<file path="config.mk">
export PLATFORM = sky130hd
export DESIGN_NAME = core_register_file_latency
export DESIGN_NICKNAME = d
export VERILOG_FILES = /design/src/core/regfile_pkg.sv /design/src/core/core_register_file_latency.sv
export SDC_FILE = /design/constraint.sdc
export NUM_CORES = 2
export LEC_CHECK = 0
export BUFFER_PORTS_ARGS = -buffer_cell sky130_fd_sc_hd__buf_2
export CAP_MARGIN = 20
export CORE_MARGIN = 2
export CORE_UTILIZATION = 60
export CTS_CLUSTER_DIAMETER = 150
export DETAILED_ROUTE_END_ITERATION = 8
export PLACE_DENSITY = 0.83
export SLEW_MARGIN = 20
export SYNTH_ARGS = -nofsm -noshare
export SYNTH_HDL_FRONTEND = slang
export SYNTH_SLANG_ARGS = --single-unit
</file>
<file path="constraint.sdc">
create_clock -name sys_clk_i -period 3.15 [get_ports sys_clk_i]
set_input_delay 0.4725 -clock sys_clk_i [delete_from_list [all_inputs] [get_ports sys_clk_i]]
set_output_delay 0.4725 -clock sys_clk_i [all_outputs]
set_load 0.05 [all_outputs]
</file>
<file path="src/core/regfile_pkg.sv">
// constants shared by the program-accessible register file
package regfile_pkg;
  // register class selectors on the instruction access port
  localparam logic [4:0] SEL_ACC_FULL  = 5'h00;
  localparam logic [4:0] SEL_ACC_HI    = 5'h01;
  localparam logic [4:0] SEL_ACC_LO    = 5'h02;
  localparam logic [4:0] SEL_ACC_GUARD = 5'h03;
  localparam logic [4:0] SEL_ACC_VEC   = 5'h04;
  localparam logic [4:0] SEL_WAITFLAG  = 5'h05;
  localparam logic [4:0] SEL_AUX       = 5'h06;
  localparam logic [4:0] SEL_AUC       = 5'h07;
  localparam logic [4:0] SEL_LOOPCNT   = 5'h08;
  localparam logic [4:0] SEL_CNT_HOLD  = 5'h09;
  localparam logic [4:0] SEL_CSAVE     = 5'h0A;
  localparam logic [4:0] SEL_CSTATE    = 5'h0B;
  localparam logic [4:0] SEL_XSTEP_A   = 5'h0C;
  localparam logic [4:0] SEL_XSTEP_B   = 5'h0D;
  localparam logic [4:0] SEL_IOCFG     = 5'h0E;
  localparam logic [4:0] SEL_INTCTL    = 5'h0F;
  localparam logic [4:0] SEL_INTSTAT   = 5'h10;
  localparam logic [4:0] SEL_YSTEP_A   = 5'h11;
  localparam logic [4:0] SEL_YOFF_HB   = 5'h12;
  localparam logic [4:0] SEL_YOFF_LB   = 5'h13;
  localparam logic [4:0] SEL_MAILBOX   = 5'h14;
  localparam logic [4:0] SEL_YSTEP_B   = 5'h15;
  localparam logic [4:0] SEL_IOCMD     = 5'h16;
  localparam logic [4:0] SEL_IN_WPTR   = 5'h17;
  localparam logic [4:0] SEL_OUT_RPTR  = 5'h18;

  // field positions and widths
  localparam int ACC_W    = 40;
  localparam int GUARD_LO = 32;
  localparam int HALF_LO  = 16;
  localparam int STEP_W   = 20;
  localparam int PC_W     = 20;

  // write-to-read delays of off-core registers, in instruction cycles
  localparam int PERIPH_LAT = 1;
  localparam int IOU_LAT    = 2;

  // every register clears to zero
  localparam logic [39:0] RST_VAL = 40'h00_0000_0000;
endpackage : regfile_pkg

</file>
<file path="src/core/core_register_file_latency.sv">
// program-accessible register file with peripheral write-to-read latency
`timescale 1ns/100ps

module core_register_file_latency
  import regfile_pkg::*;
(
  input  wire logic        sys_clk_i,
  input  wire logic        rst_n_i,
  input  wire logic        wr_en_i,
  input  wire logic [4:0]  wr_sel_i,
  input  wire logic [2:0]  wr_idx_i,
  input  wire logic [39:0] wr_data_i,
  input  wire logic        rd_en_i,
  input  wire logic [4:0]  rd_sel_i,
  input  wire logic [2:0]  rd_idx_i,
  input  wire logic        pc_adv_i,
  input  wire logic        pc_load_i,
  input  wire logic [19:0] pc_target_i,
  input  wire logic [19:0] addr_base_i,
  input  wire logic [1:0]  step_sel_i,
  output logic [39:0]      rd_data_o,
  output logic             rd_err_o,
  output logic             wr_err_o,
  output logic             cmd_valid_o,
  output logic             cmd_unit_o,
  output logic [15:0]      cmd_data_o,
  output logic [19:0]      pc_o,
  output logic [19:0]      next_addr_o
);

  logic [39:0] acc_q [8];
  logic [15:0] waitflag_q, csave_hi_q, cstate_q, iocfg_q, cnt_hold_q;
  logic [15:0] aux_q [4];
  logic [15:0] auc_q [2];
  logic [15:0] loopcnt_q [2];
  logic [15:0] csave_lo_q;
  logic [19:0] xstep_a_q, xstep_b_q, ystep_a_q, ystep_b_q, intstat_q;
  logic [19:0] intctl_q [2];
  logic [31:0] mailbox_q;
  logic [15:0] in_wptr_q [2];
  logic [15:0] out_rptr_q [2];
  logic [19:0] pc_q;

  // write pipeline toward the off-core registers
  logic        p1_vld_q, p2_vld_q;
  logic [4:0]  p1_sel_q, p2_sel_q;
  logic        p1_idx_q, p2_idx_q;
  logic [31:0] p1_dat_q, p2_dat_q;

  logic        wr_core, wr_periph, wr_ro;
  logic        p1_iou;
  logic [39:0] rd_val;
  logic        rd_bad;
  logic [19:0] step_val;

  assign wr_ro     = (wr_sel_i == SEL_YOFF_HB) || (wr_sel_i == SEL_YOFF_LB);
  assign wr_periph = wr_en_i && ((wr_sel_i == SEL_IOCFG) || (wr_sel_i == SEL_MAILBOX)
                  || (wr_sel_i == SEL_IN_WPTR) || (wr_sel_i == SEL_OUT_RPTR));
  assign wr_core   = wr_en_i && !wr_periph && !wr_ro;
  assign p1_iou    = (p1_sel_q == SEL_IN_WPTR) || (p1_sel_q == SEL_OUT_RPTR);

  // core registers: written at once
  always_ff @(posedge sys_clk_i or negedge rst_n_i) begin
    if (!rst_n_i) begin
      for (int n = 0; n < 8; n++) acc_q[n] <= RST_VAL;
      for (int n = 0; n < 4; n++) aux_q[n] <= RST_VAL[15:0];
      for (int n = 0; n < 2; n++) begin
        auc_q[n]     <= RST_VAL[15:0];
        loopcnt_q[n] <= RST_VAL[15:0];
        intctl_q[n]  <= RST_VAL[19:0];
      end
      waitflag_q <= RST_VAL[15:0];
      cnt_hold_q <= RST_VAL[15:0];
      csave_hi_q <= RST_VAL[15:0];
      csave_lo_q <= RST_VAL[15:0];
      cstate_q   <= RST_VAL[15:0];
      xstep_a_q  <= RST_VAL[19:0];
      xstep_b_q  <= RST_VAL[19:0];
      ystep_a_q  <= RST_VAL[19:0];
      ystep_b_q  <= RST_VAL[19:0];
      intstat_q  <= RST_VAL[19:0];
    end else if (wr_core) begin
      unique case (wr_sel_i)
        SEL_ACC_FULL:  acc_q[wr_idx_i] <= wr_data_i;
        SEL_ACC_HI:    acc_q[wr_idx_i][31:HALF_LO] <= wr_data_i[15:0];
        SEL_ACC_LO:    acc_q[wr_idx_i][HALF_LO-1:0] <= wr_data_i[15:0];
        SEL_ACC_GUARD: acc_q[wr_idx_i][ACC_W-1:GUARD_LO] <= wr_data_i[7:0];
        SEL_ACC_VEC: begin
          // lower-numbered accumulator takes the upper word half
          acc_q[{wr_idx_i[1:0], 1'b0}][31:HALF_LO] <= wr_data_i[31:16];
          acc_q[{wr_idx_i[1:0], 1'b1}][31:HALF_LO] <= wr_data_i[15:0];
        end
        SEL_WAITFLAG:  waitflag_q <= wr_data_i[15:0];
        SEL_AUX:       aux_q[wr_idx_i[1:0]] <= wr_data_i[15:0];
        SEL_AUC:       auc_q[wr_idx_i[0]] <= wr_data_i[15:0];
        SEL_LOOPCNT:   loopcnt_q[wr_idx_i[0]] <= wr_data_i[15:0];
        SEL_CNT_HOLD:  cnt_hold_q <= wr_data_i[15:0];
        SEL_CSAVE:     {csave_hi_q, csave_lo_q} <= wr_data_i[31:0];
        SEL_CSTATE:    cstate_q <= wr_data_i[15:0];
        SEL_XSTEP_A:   xstep_a_q <= wr_data_i[19:0];
        SEL_XSTEP_B:   xstep_b_q <= wr_data_i[19:0];
        SEL_INTCTL:    intctl_q[wr_idx_i[0]] <= wr_data_i[19:0];
        SEL_INTSTAT:   intstat_q <= wr_data_i[19:0];
        SEL_YSTEP_A:   ystep_a_q <= wr_data_i[19:0];
        SEL_YSTEP_B:   ystep_b_q <= wr_data_i[19:0];
        default:       ;
      endcase
    end
  end

  // off-core writes travel the pipelined data bus before landing
  always_ff @(posedge sys_clk_i or negedge rst_n_i) begin
    if (!rst_n_i) begin
      p1_vld_q <= 1'b0;
      p1_sel_q <= SEL_ACC_FULL;
      p1_idx_q <= 1'b0;
      p1_dat_q <= RST_VAL[31:0];
      p2_vld_q <= 1'b0;
      p2_sel_q <= SEL_ACC_FULL;
      p2_idx_q <= 1'b0;
      p2_dat_q <= RST_VAL[31:0];
    end else begin
      p1_vld_q <= wr_periph;
      p1_sel_q <= wr_sel_i;
      p1_idx_q <= wr_idx_i[0];
      p1_dat_q <= wr_data_i[31:0];
      p2_vld_q <= p1_vld_q && p1_iou;
      p2_sel_q <= p1_sel_q;
      p2_idx_q <= p1_idx_q;
      p2_dat_q <= p1_dat_q;
    end
  end

  always_ff @(posedge sys_clk_i or negedge rst_n_i) begin
    if (!rst_n_i) begin
      iocfg_q   <= RST_VAL[15:0];
      mailbox_q <= RST_VAL[31:0];
    end else if (p1_vld_q && !p1_iou) begin
      if (p1_sel_q == SEL_IOCFG) begin
        iocfg_q <= p1_dat_q[15:0];
      end else begin
        mailbox_q <= p1_dat_q;
      end
    end
  end

  always_ff @(posedge sys_clk_i or negedge rst_n_i) begin
    if (!rst_n_i) begin
      for (int n = 0; n < 2; n++) begin
        in_wptr_q[n]  <= RST_VAL[15:0];
        out_rptr_q[n] <= RST_VAL[15:0];
      end
    end else if (p2_vld_q) begin
      if (p2_sel_q == SEL_IN_WPTR) begin
        in_wptr_q[p2_idx_q] <= p2_dat_q[15:0];
      end else begin
        out_rptr_q[p2_idx_q] <= p2_dat_q[15:0];
      end
    end
  end

  // command writes leave the file as a one-cycle strobe, nothing is stored
  always_ff @(posedge sys_clk_i or negedge rst_n_i) begin
    if (!rst_n_i) begin
      cmd_valid_o <= 1'b0;
      cmd_unit_o  <= 1'b0;
      cmd_data_o  <= RST_VAL[15:0];
    end else begin
      cmd_valid_o <= wr_en_i && (wr_sel_i == SEL_IOCMD);
      cmd_unit_o  <= wr_idx_i[0];
      cmd_data_o  <= wr_data_i[15:0];
    end
  end

  // read mux shows only landed values, so early reads see the old one
  always_comb begin
    rd_val = RST_VAL;
    rd_bad = 1'b0;
    unique case (rd_sel_i)
      SEL_ACC_FULL:  rd_val = acc_q[rd_idx_i];
      SEL_ACC_HI:    rd_val = {{24{acc_q[rd_idx_i][31]}}, acc_q[rd_idx_i][31:16]};
      SEL_ACC_LO:    rd_val = {{24{acc_q[rd_idx_i][15]}}, acc_q[rd_idx_i][15:0]};
      SEL_ACC_GUARD: rd_val = {{32{acc_q[rd_idx_i][39]}}, acc_q[rd_idx_i][39:32]};
      SEL_ACC_VEC:   rd_val = {{8{acc_q[{rd_idx_i[1:0], 1'b0}][31]}},
                               acc_q[{rd_idx_i[1:0], 1'b0}][31:16],
                               acc_q[{rd_idx_i[1:0], 1'b1}][31:16]};
      SEL_WAITFLAG:  rd_val = {24'h00_0000, waitflag_q};
      SEL_AUX:       rd_val = {{24{aux_q[rd_idx_i[1:0]][15]}}, aux_q[rd_idx_i[1:0]]};
      SEL_AUC:       rd_val = {24'h00_0000, auc_q[rd_idx_i[0]]};
      SEL_LOOPCNT:   rd_val = {{24{loopcnt_q[rd_idx_i[0]][15]}}, loopcnt_q[rd_idx_i[0]]};
      SEL_CNT_HOLD:  rd_val = {{24{cnt_hold_q[15]}}, cnt_hold_q};
      SEL_CSAVE:     rd_val = {8'h00, csave_hi_q, csave_lo_q};
      SEL_CSTATE:    rd_val = {24'h00_0000, cstate_q};
      SEL_XSTEP_A:   rd_val = {{20{xstep_a_q[19]}}, xstep_a_q};
      SEL_XSTEP_B:   rd_val = {{20{xstep_b_q[19]}}, xstep_b_q};
      SEL_IOCFG:     rd_val = {24'h00_0000, iocfg_q};
      SEL_INTCTL:    rd_val = {20'h0_0000, intctl_q[rd_idx_i[0]]};
      SEL_INTSTAT:   rd_val = {20'h0_0000, intstat_q};
      SEL_YSTEP_A:   rd_val = {{20{ystep_a_q[19]}}, ystep_a_q};
      SEL_YOFF_HB:   rd_val = {32'h0000_0000, ystep_a_q[15:8]};
      SEL_YOFF_LB:   rd_val = {32'h0000_0000, ystep_a_q[7:0]};
      SEL_MAILBOX:   rd_val = {8'h00, mailbox_q};
      SEL_YSTEP_B:   rd_val = {{20{ystep_b_q[19]}}, ystep_b_q};
      SEL_IN_WPTR:   rd_val = {24'h00_0000, in_wptr_q[rd_idx_i[0]]};
      SEL_OUT_RPTR:  rd_val = {24'h00_0000, out_rptr_q[rd_idx_i[0]]};
      SEL_IOCMD:     rd_bad = 1'b1;
      // port data and program counter have no selector at all
      default:       rd_bad = 1'b1;
    endcase
  end

  always_ff @(posedge sys_clk_i or negedge rst_n_i) begin
    if (!rst_n_i) begin
      rd_data_o <= RST_VAL;
      rd_err_o  <= 1'b0;
      wr_err_o  <= 1'b0;
    end else begin
      rd_err_o <= rd_en_i && rd_bad;
      wr_err_o <= wr_en_i && (wr_ro || (wr_sel_i > SEL_OUT_RPTR));
      if (rd_en_i) begin
        rd_data_o <= rd_bad ? RST_VAL : rd_val;
      end
    end
  end

  // sequencer-owned program counter
  always_ff @(posedge sys_clk_i or negedge rst_n_i) begin
    if (!rst_n_i) begin
      pc_q <= RST_VAL[19:0];
    end else if (pc_load_i) begin
      pc_q <= pc_target_i;
    end else if (pc_adv_i) begin
      pc_q <= pc_q + 20'h0_0001;
    end
  end
  assign pc_o = pc_q;

  always_comb begin
    unique case (step_sel_i)
      2'h0:    step_val = xstep_a_q;
      2'h1:    step_val = xstep_b_q;
      2'h2:    step_val = ystep_a_q;
      default: step_val = ystep_b_q;
    endcase
  end

  // two's complement add wraps within the address width
  always_ff @(posedge sys_clk_i or negedge rst_n_i) begin
    if (!rst_n_i) begin
      next_addr_o <= RST_VAL[19:0];
    end else begin
      next_addr_o <= addr_base_i + step_val;
    end
  end

  // back-to-back writes are legal; the one still in flight would land inside the window
  chk_periph_write_delay: assert property (@(posedge sys_clk_i) disable iff (!rst_n_i)
    (wr_en_i && wr_sel_i == SEL_IOCFG && !(p1_vld_q && p1_sel_q == SEL_IOCFG))
      |=> (iocfg_q == $past(iocfg_q)) ##1 (iocfg_q == $past(wr_data_i[15:0], 2)))
    else $error("io config write landed at the wrong cycle");

  chk_iou_ptr_delay: assert property (@(posedge sys_clk_i) disable iff (!rst_n_i)
    (wr_en_i && wr_sel_i == SEL_IN_WPTR && wr_idx_i == 3'h0
      && !(p1_vld_q && p1_sel_q == SEL_IN_WPTR && !p1_idx_q)
      && !(p2_vld_q && p2_sel_q == SEL_IN_WPTR && !p2_idx_q))
      |=> $stable(in_wptr_q[0]) ##1 $stable(in_wptr_q[0])
      ##1 (in_wptr_q[0] == $past(wr_data_i[15:0], 3)))
    else $error("input write pointer landed at the wrong cycle");

  chk_cmd_strobe: assert property (@(posedge sys_clk_i) disable iff (!rst_n_i)
    (wr_en_i && wr_sel_i == SEL_IOCMD)
      |=> cmd_valid_o && cmd_data_o == $past(wr_data_i[15:0]) ##1 !cmd_valid_o || $past(wr_en_i))
    else $error("command write not forwarded");

  chk_cmd_unreadable: assert property (@(posedge sys_clk_i) disable iff (!rst_n_i)
    (rd_en_i && rd_sel_i == SEL_IOCMD) |=> rd_err_o && rd_data_o == RST_VAL)
    else $error("command register was readable");

  chk_pc_advance: assert property (@(posedge sys_clk_i) disable iff (!rst_n_i)
    (pc_adv_i && !pc_load_i) |=> pc_o == $past(pc_o) + 20'h0_0001)
    else $error("program counter did not advance by one");

  chk_vector_halves: assert property (@(posedge sys_clk_i) disable iff (!rst_n_i)
    (wr_en_i && wr_sel_i == SEL_ACC_VEC && wr_idx_i[1:0] == 2'h1)
      |=> acc_q[2][31:16] == $past(wr_data_i[31:16]) && acc_q[3][31:16] == $past(wr_data_i[15:0])
          && acc_q[2][15:0] == $past(acc_q[2][15:0]))
    else $error("vector write did not update both halves");

  chk_guard_part: assert property (@(posedge sys_clk_i) disable iff (!rst_n_i)
    (wr_en_i && wr_sel_i == SEL_ACC_GUARD && wr_idx_i == 3'h5)
      |=> acc_q[5][39:32] == $past(wr_data_i[7:0]) && acc_q[5][31:0] == $past(acc_q[5][31:0]))
    else $error("guard write touched wrong bits");

  chk_yoff_byte: assert property (@(posedge sys_clk_i) disable iff (!rst_n_i)
    (rd_en_i && rd_sel_i == SEL_YOFF_HB) |=> rd_data_o == {32'h0000_0000, $past(ystep_a_q[15:8])})
    else $error("y offset upper byte view wrong");

  chk_next_addr: assert property (@(posedge sys_clk_i) disable iff (!rst_n_i)
    (step_sel_i == 2'h2) |=> next_addr_o == $past(addr_base_i) + $past(ystep_a_q))
    else $error("next address not base plus step");

  chk_aux_sign: assert property (@(posedge sys_clk_i) disable iff (!rst_n_i)
    (rd_en_i && rd_sel_i == SEL_AUX) |=> rd_data_o[39:16] == {24{rd_data_o[15]}})
    else $error("signed read not sign extended");

  chk_mailbox_delay: assert property (@(posedge sys_clk_i) disable iff (!rst_n_i)
    (wr_en_i && wr_sel_i == SEL_MAILBOX && !(p1_vld_q && p1_sel_q == SEL_MAILBOX))
      |=> (mailbox_q == $past(mailbox_q)) ##1 (mailbox_q == $past(wr_data_i[31:0], 2)))
    else $error("mailbox write landed at the wrong cycle");

  chk_out_ptr_delay: assert property (@(posedge sys_clk_i) disable iff (!rst_n_i)
    (wr_en_i && wr_sel_i == SEL_OUT_RPTR && wr_idx_i[0]
      && !(p1_vld_q && p1_sel_q == SEL_OUT_RPTR && p1_idx_q)
      && !(p2_vld_q && p2_sel_q == SEL_OUT_RPTR && p2_idx_q))
      |=> $stable(out_rptr_q[1]) ##1 $stable(out_rptr_q[1])
      ##1 (out_rptr_q[1] == $past(wr_data_i[15:0], 3)))
    else $error("output read pointer landed at the wrong cycle");

  chk_byte_view_ro: assert property (@(posedge sys_clk_i) disable iff (!rst_n_i)
    (wr_en_i && (wr_sel_i == SEL_YOFF_HB || wr_sel_i == SEL_YOFF_LB))
      |=> wr_err_o && $stable(ystep_a_q))
    else $error("byte view write was not refused");

  chk_pc_load: assert property (@(posedge sys_clk_i) disable iff (!rst_n_i)
    pc_load_i |=> pc_o == $past(pc_target_i))
    else $error("program counter did not take the target");

  chk_core_immediate: assert property (@(posedge sys_clk_i) disable iff (!rst_n_i)
    (wr_en_i && wr_sel_i == SEL_ACC_FULL && wr_idx_i == 3'h3)
      |=> acc_q[3] == $past(wr_data_i))
    else $error("accumulator write did not land at once");

  chk_unmapped_read: assert property (@(posedge sys_clk_i) disable iff (!rst_n_i)
    (rd_en_i && rd_sel_i > SEL_OUT_RPTR) |=> rd_err_o && rd_data_o == RST_VAL)
    else $error("unmapped selector was readable");

  chk_cmd_unit: assert property (@(posedge sys_clk_i) disable iff (!rst_n_i)
    (wr_en_i && wr_sel_i == SEL_IOCMD) |=> cmd_unit_o == $past(wr_idx_i[0]))
    else $error("command went to the wrong unit");

  chk_guard_sign: assert property (@(posedge sys_clk_i) disable iff (!rst_n_i)
    (rd_en_i && rd_sel_i == SEL_ACC_GUARD) |=> rd_data_o[39:8] == {32{rd_data_o[7]}})
    else $error("guard read not sign extended");

  chk_loopcnt_sign: assert property (@(posedge sys_clk_i) disable iff (!rst_n_i)
    (rd_en_i && rd_sel_i == SEL_LOOPCNT) |=> rd_data_o[39:16] == {24{rd_data_o[15]}})
    else $error("counter read not sign extended");

  cov_iou_readback: cover property (@(posedge sys_clk_i) disable iff (!rst_n_i)
    (wr_en_i && wr_sel_i == SEL_OUT_RPTR) ##3 (rd_en_i && rd_sel_i == SEL_OUT_RPTR));
  cov_periph_early_read: cover property (@(posedge sys_clk_i) disable iff (!rst_n_i)
    (wr_en_i && wr_sel_i == SEL_MAILBOX) ##1 (rd_en_i && rd_sel_i == SEL_MAILBOX));
  cov_cmd_write: cover property (@(posedge sys_clk_i) disable iff (!rst_n_i) cmd_valid_o);
  cov_vector_write: cover property (@(posedge sys_clk_i) disable iff (!rst_n_i)
    wr_en_i && wr_sel_i == SEL_ACC_VEC);
  cov_ptr_early_read: cover property (@(posedge sys_clk_i) disable iff (!rst_n_i)
    (wr_en_i && wr_sel_i == SEL_IN_WPTR) ##1 (rd_en_i && rd_sel_i == SEL_IN_WPTR));

endmodule : core_register_file_latency

</file>
==> impl_results.md <==
* Result of the run: finished, violations left
* Violations in the final reports: DRC
* Overall routing resource usage at 0.399
* Clk_skew at 0.0347 ns
* Maximum number of pins on one net before global-route repair at 111
* Chain of cells forming the critical path: mux4_2 -> ha_1 -> a211oi_1 -> o21bai_1 -> o2111a_1 -> a311o_1 -> a21oi_1 -> xnor2_1
* Placeable core area at 74400 um2
* Share of synthesized registers carrying an async set or reset at 1.00
* Maximum fanout along the worst path at 3
* Detailed placement HPWL at 102 mm
* DR vias/cell at 7.26
* Most frequent cells in the layout: 925 x dfrtp_1, 608 x mux2_2, 444 x nand2_1, 243 x o21ai_0, 213 x buf_4
* Worst slack after detailed placement at -0.0533 ns
* Width of the chip at 278 um
* Total wire length at 155 mm
* Headroom to the max-slew limit at 0.313
* Share of the yosys chip area belonging to registers at 0.513
* Wire length of the first global-routing pass at 231 mm
* Synthesized netlist cell count at 3777
* Area growth from synthesis to layout at 13.8%
* Post-Syn Area per Cell at 12.0 um2
* Number of post-CTS setup repair buffers at 0
* Hold violation total from the final report at 0
* Via count of the first global-routing pass at 36510
* Hold Crit Start: pc_target_i[18]
* CP Launch Point: ystep_a_q[1]
* Largest voltage drop on the vdd net at 0.000399 V
* Initial antenna violation count at 17
* Leading cell type in the layout, fill and taps excluded: dfrtp_1
* M3 GR Usage at 0.141
* Overflow after GRT at 0
* Setup repair after global routing missed its margin: false
* Y dimension of the die at 278 um
* Layer with the highest usage: met2
* Share of the clock period used by the worst path after layout at 0.898
* Required time reported for the critical path endpoint at 3.74 ns
* Layout filler cell count at 4882
* Synth Net Count at 3902
* GPL Wtd Cong at 0.981
* Max cap viols at 0
* CP Capture Type: flop
* Max stage delay cell, worst path: mux4_2
* Area after detailed placement at 48000 um2
* Max Buffers Root-to-Sink at 3
* Area taken by multi-input logic gates at 20500 um2
* Clock edge transition at the registers on the reported setup and hold paths at 0.07 ns
* Post-route cell area at 51400 um2
* Flip-flop and latch count after synthesis at 925
* Number of search-and-repair iterations in the first detailed-routing pass at 9
* Routed len/inst at 30.8 um
* Worst setup path class: reg -> reg
* Power Dens Cells at 607 nW/um2
* Clock tree from TritonCTS: done
* Top FF cell, synth: dfrtp_1
* Fmax achieved at 0.353 GHz
* Final-stage net count at 4093
* Register cell area after layout at 23100 um2
* Worst slew pin tran at 1.03 ns
* Count of pins on the block boundary at 204
* IO Port Bufs at 203
* Post-synthesis instance area at 45100 um2
* Met2 Use GR at 0.591
* Via count at 36485
* Leak pwr at 22.9 nW
* Root buffer cell: clkbuf_16
* Starting utilization of the core area at 0.606
* Insertion delay of the later-clocked pin in the worst-skew pair at 0.68 ns
* Met1 track demand over resource at 0.500
* Count of clock tree sinks at 925
* Final setup violating endpoints at 0
* Critical Path Source Type: flop
* H-Tree Depth at 3
* Row count at 100
* Time the worst path needs with I/O delays and setup at 2.83 ns
* Max incr delay on CP at 0.51 ns
* Count of flip-flops with a built-in enable after synthesis at 0
* DRC Markers at 1
* Data arrival, critical path at 3.42 ns
* Count of cells resized by post-cts repair at 0
* Max-slew violation total from the final report at 0
* Share of post-route cells with drive strength above 1 at 0.344
* Yosys warns at 0
* Cts bufs inserted at 97
* Worst flop-to-flop path startpoint: ystep_a_q[1]
* Min-Delay Path Class: in -> reg
* Number of nets with antenna violations after routing at 0
* Minimum setup slack in the final design at 0.321 ns
* Initial detailed-routing violation count at 5963
* Number of distinct library cells after synthesis at 71
* Area of the die at 77400 um2
## flip-flops by register name (all words and copies together) (netlist names), 16 cells and up
signal and cells:
p2_dat_q 16, out_rptr_q 32, in_wptr_q 32, p1_dat_q 17, ystep_a_q 20, csave_hi_q 16, next_addr_o 20, auc_q 32
ystep_b_q 20, cnt_hold_q 16, xstep_b_q 20, intctl_q 40, xstep_a_q 20, intstat_q 20, acc_q 320, cstate_q 16
aux_q 64, iocfg_q 16, rd_data_o 40, csave_lo_q 16, pc_o 20, mailbox_q 32, waitflag_q 16, loopcnt_q 32
## worst paths after layout
check | endpoint | slack (ns) | cells after the start
setup / recovery | next_addr_o[17] | 0.32 | 8
hold / removal | pc_o[18] | 0.01 | 3
setup reg to reg | next_addr_o[17] | 0.32 | 8
hold reg to reg | p2_idx_q | 0.37 | 0
max in group asynchronous | acc_q[50] | 1.72 | 3
min in group asynchronous | pc_o[19] | 0.33 | 2
## through the flow
| stage | setup TNS (ns) | std cells | total power, mW | hold slack (ns) | utilization |
|---|---|---|---|---|---|
| floorplan | 0 | 3777 | 17.3 | 0.177 | - |
| global placement | 0 | 4834 | 18.9 | 0.358 | 0.644 |
| detailed placement | -0.141 | 4834 | 19.1 | 0.356 | 0.644 |
| CTS | 0 | 5012 | 31.0 | 0.00172 | 0.690 |
| global route | 0 | 5020 | 32.0 | 0.0333 | 0.690 |
| finish | 0 | 5023 | 31.2 | 0.0125 | 0.690 |
## timing repair
item | CTS | global route
hold buffers | 4 | 0
endpoints found under the setup margin | 0 | 0
endpoints found under the hold margin | 48 | 0
## per-layer routing
metal	routed length [um]	vias up
li1	-	14379
met4	11800	14
met1	52400	17973
met3	23000	874
met2	67300	3245
met5	141	-
## Yosys cell counts, types with 12 or more instances
| cell | n | share of area |
|---|---|---|
| dfrtp_1 | 925 | 0.51 |
| xor2_1 | 16 | 0.0031 |
| a31oi_1 | 17 | 0.0024 |
| mux2i_1 | 91 | 0.020 |
| nor4_1 | 13 | 0.0018 |
| o2bb2ai_1 | 22 | 0.0043 |
| clkbuf_1 | 213 | 0.018 |
| a21o_1 | 17 | 0.0028 |
| nand2b_1 | 20 | 0.0028 |
| nand3_1 | 30 | 0.0033 |
| a221oi_1 | 17 | 0.0033 |
| o21ai_1 | 16 | 0.0018 |
| o221a_2 | 12 | 0.0030 |
| nor3_1 | 27 | 0.0030 |
| a222oi_1 | 29 | 0.0064 |
| mux2_2 | 608 | 0.15 |
| buf_2 | 61 | 0.0068 |
| o21ai_0 | 248 | 0.027 |
| a21oi_1 | 193 | 0.021 |
| o211ai_1 | 20 | 0.0033 |
| mux4_2 | 143 | 0.071 |
| xnor2_1 | 22 | 0.0043 |
| o22ai_1 | 16 | 0.0022 |
| nor2_1 | 83 | 0.0069 |
| nand2_1 | 445 | 0.037 |
| and2_1 | 12 | 0.0017 |
| buf_1 | 39 | 0.0032 |
| nand4_1 | 15 | 0.0021 |
| a221o_1 | 12 | 0.0027 |
| ha_1 | 20 | 0.0055 |
| a22o_1 | 13 | 0.0025 |
| buf_4 | 30 | 0.0050 |
| a22oi_1 | 186 | 0.031 |
## kinds of logic (layout without fill, tap and decap cells)
logic type	Yosys count	in the layout	share of synthesized area
other cells	0	11	0
mux	842	842	0.243
flops	925	925	0.513
fa+ha+maj	21	21	0.00599
simple gates	719	719	0.0707
buf+inv	359	625	0.0347
xor+xnor	38	38	0.00737
compound gates	873	873	0.125
## final cells by class
type                            count  share of cell area
Tap cell                          969              0.0236
Sequential cell                   925               0.451
Antenna cell                       11            0.000536
Clock inverter                     35             0.00933
Inverter                           12            0.000877
Multi-Input combinational cell   2493               0.399
Timing Repair Buffer              439              0.0601
Clock buffer                      139              0.0556
## power breakdown
group	switching [mW]	internal (mW)
Sequential	1.04	13.2
Combinational	2.88	1.97
Clock	4.99	7.05
## critical path: cells and delay by family (launching register included)
kind / cells / cell delay (ns)
compound gates: 5 / 1.34
xor+xnor: 1 / 0.14
mux: 1 / 0.51
flops: 1 / 0.43
fa+ha+maj: 1 / 0.31
(Power assumes the default switching activity.)
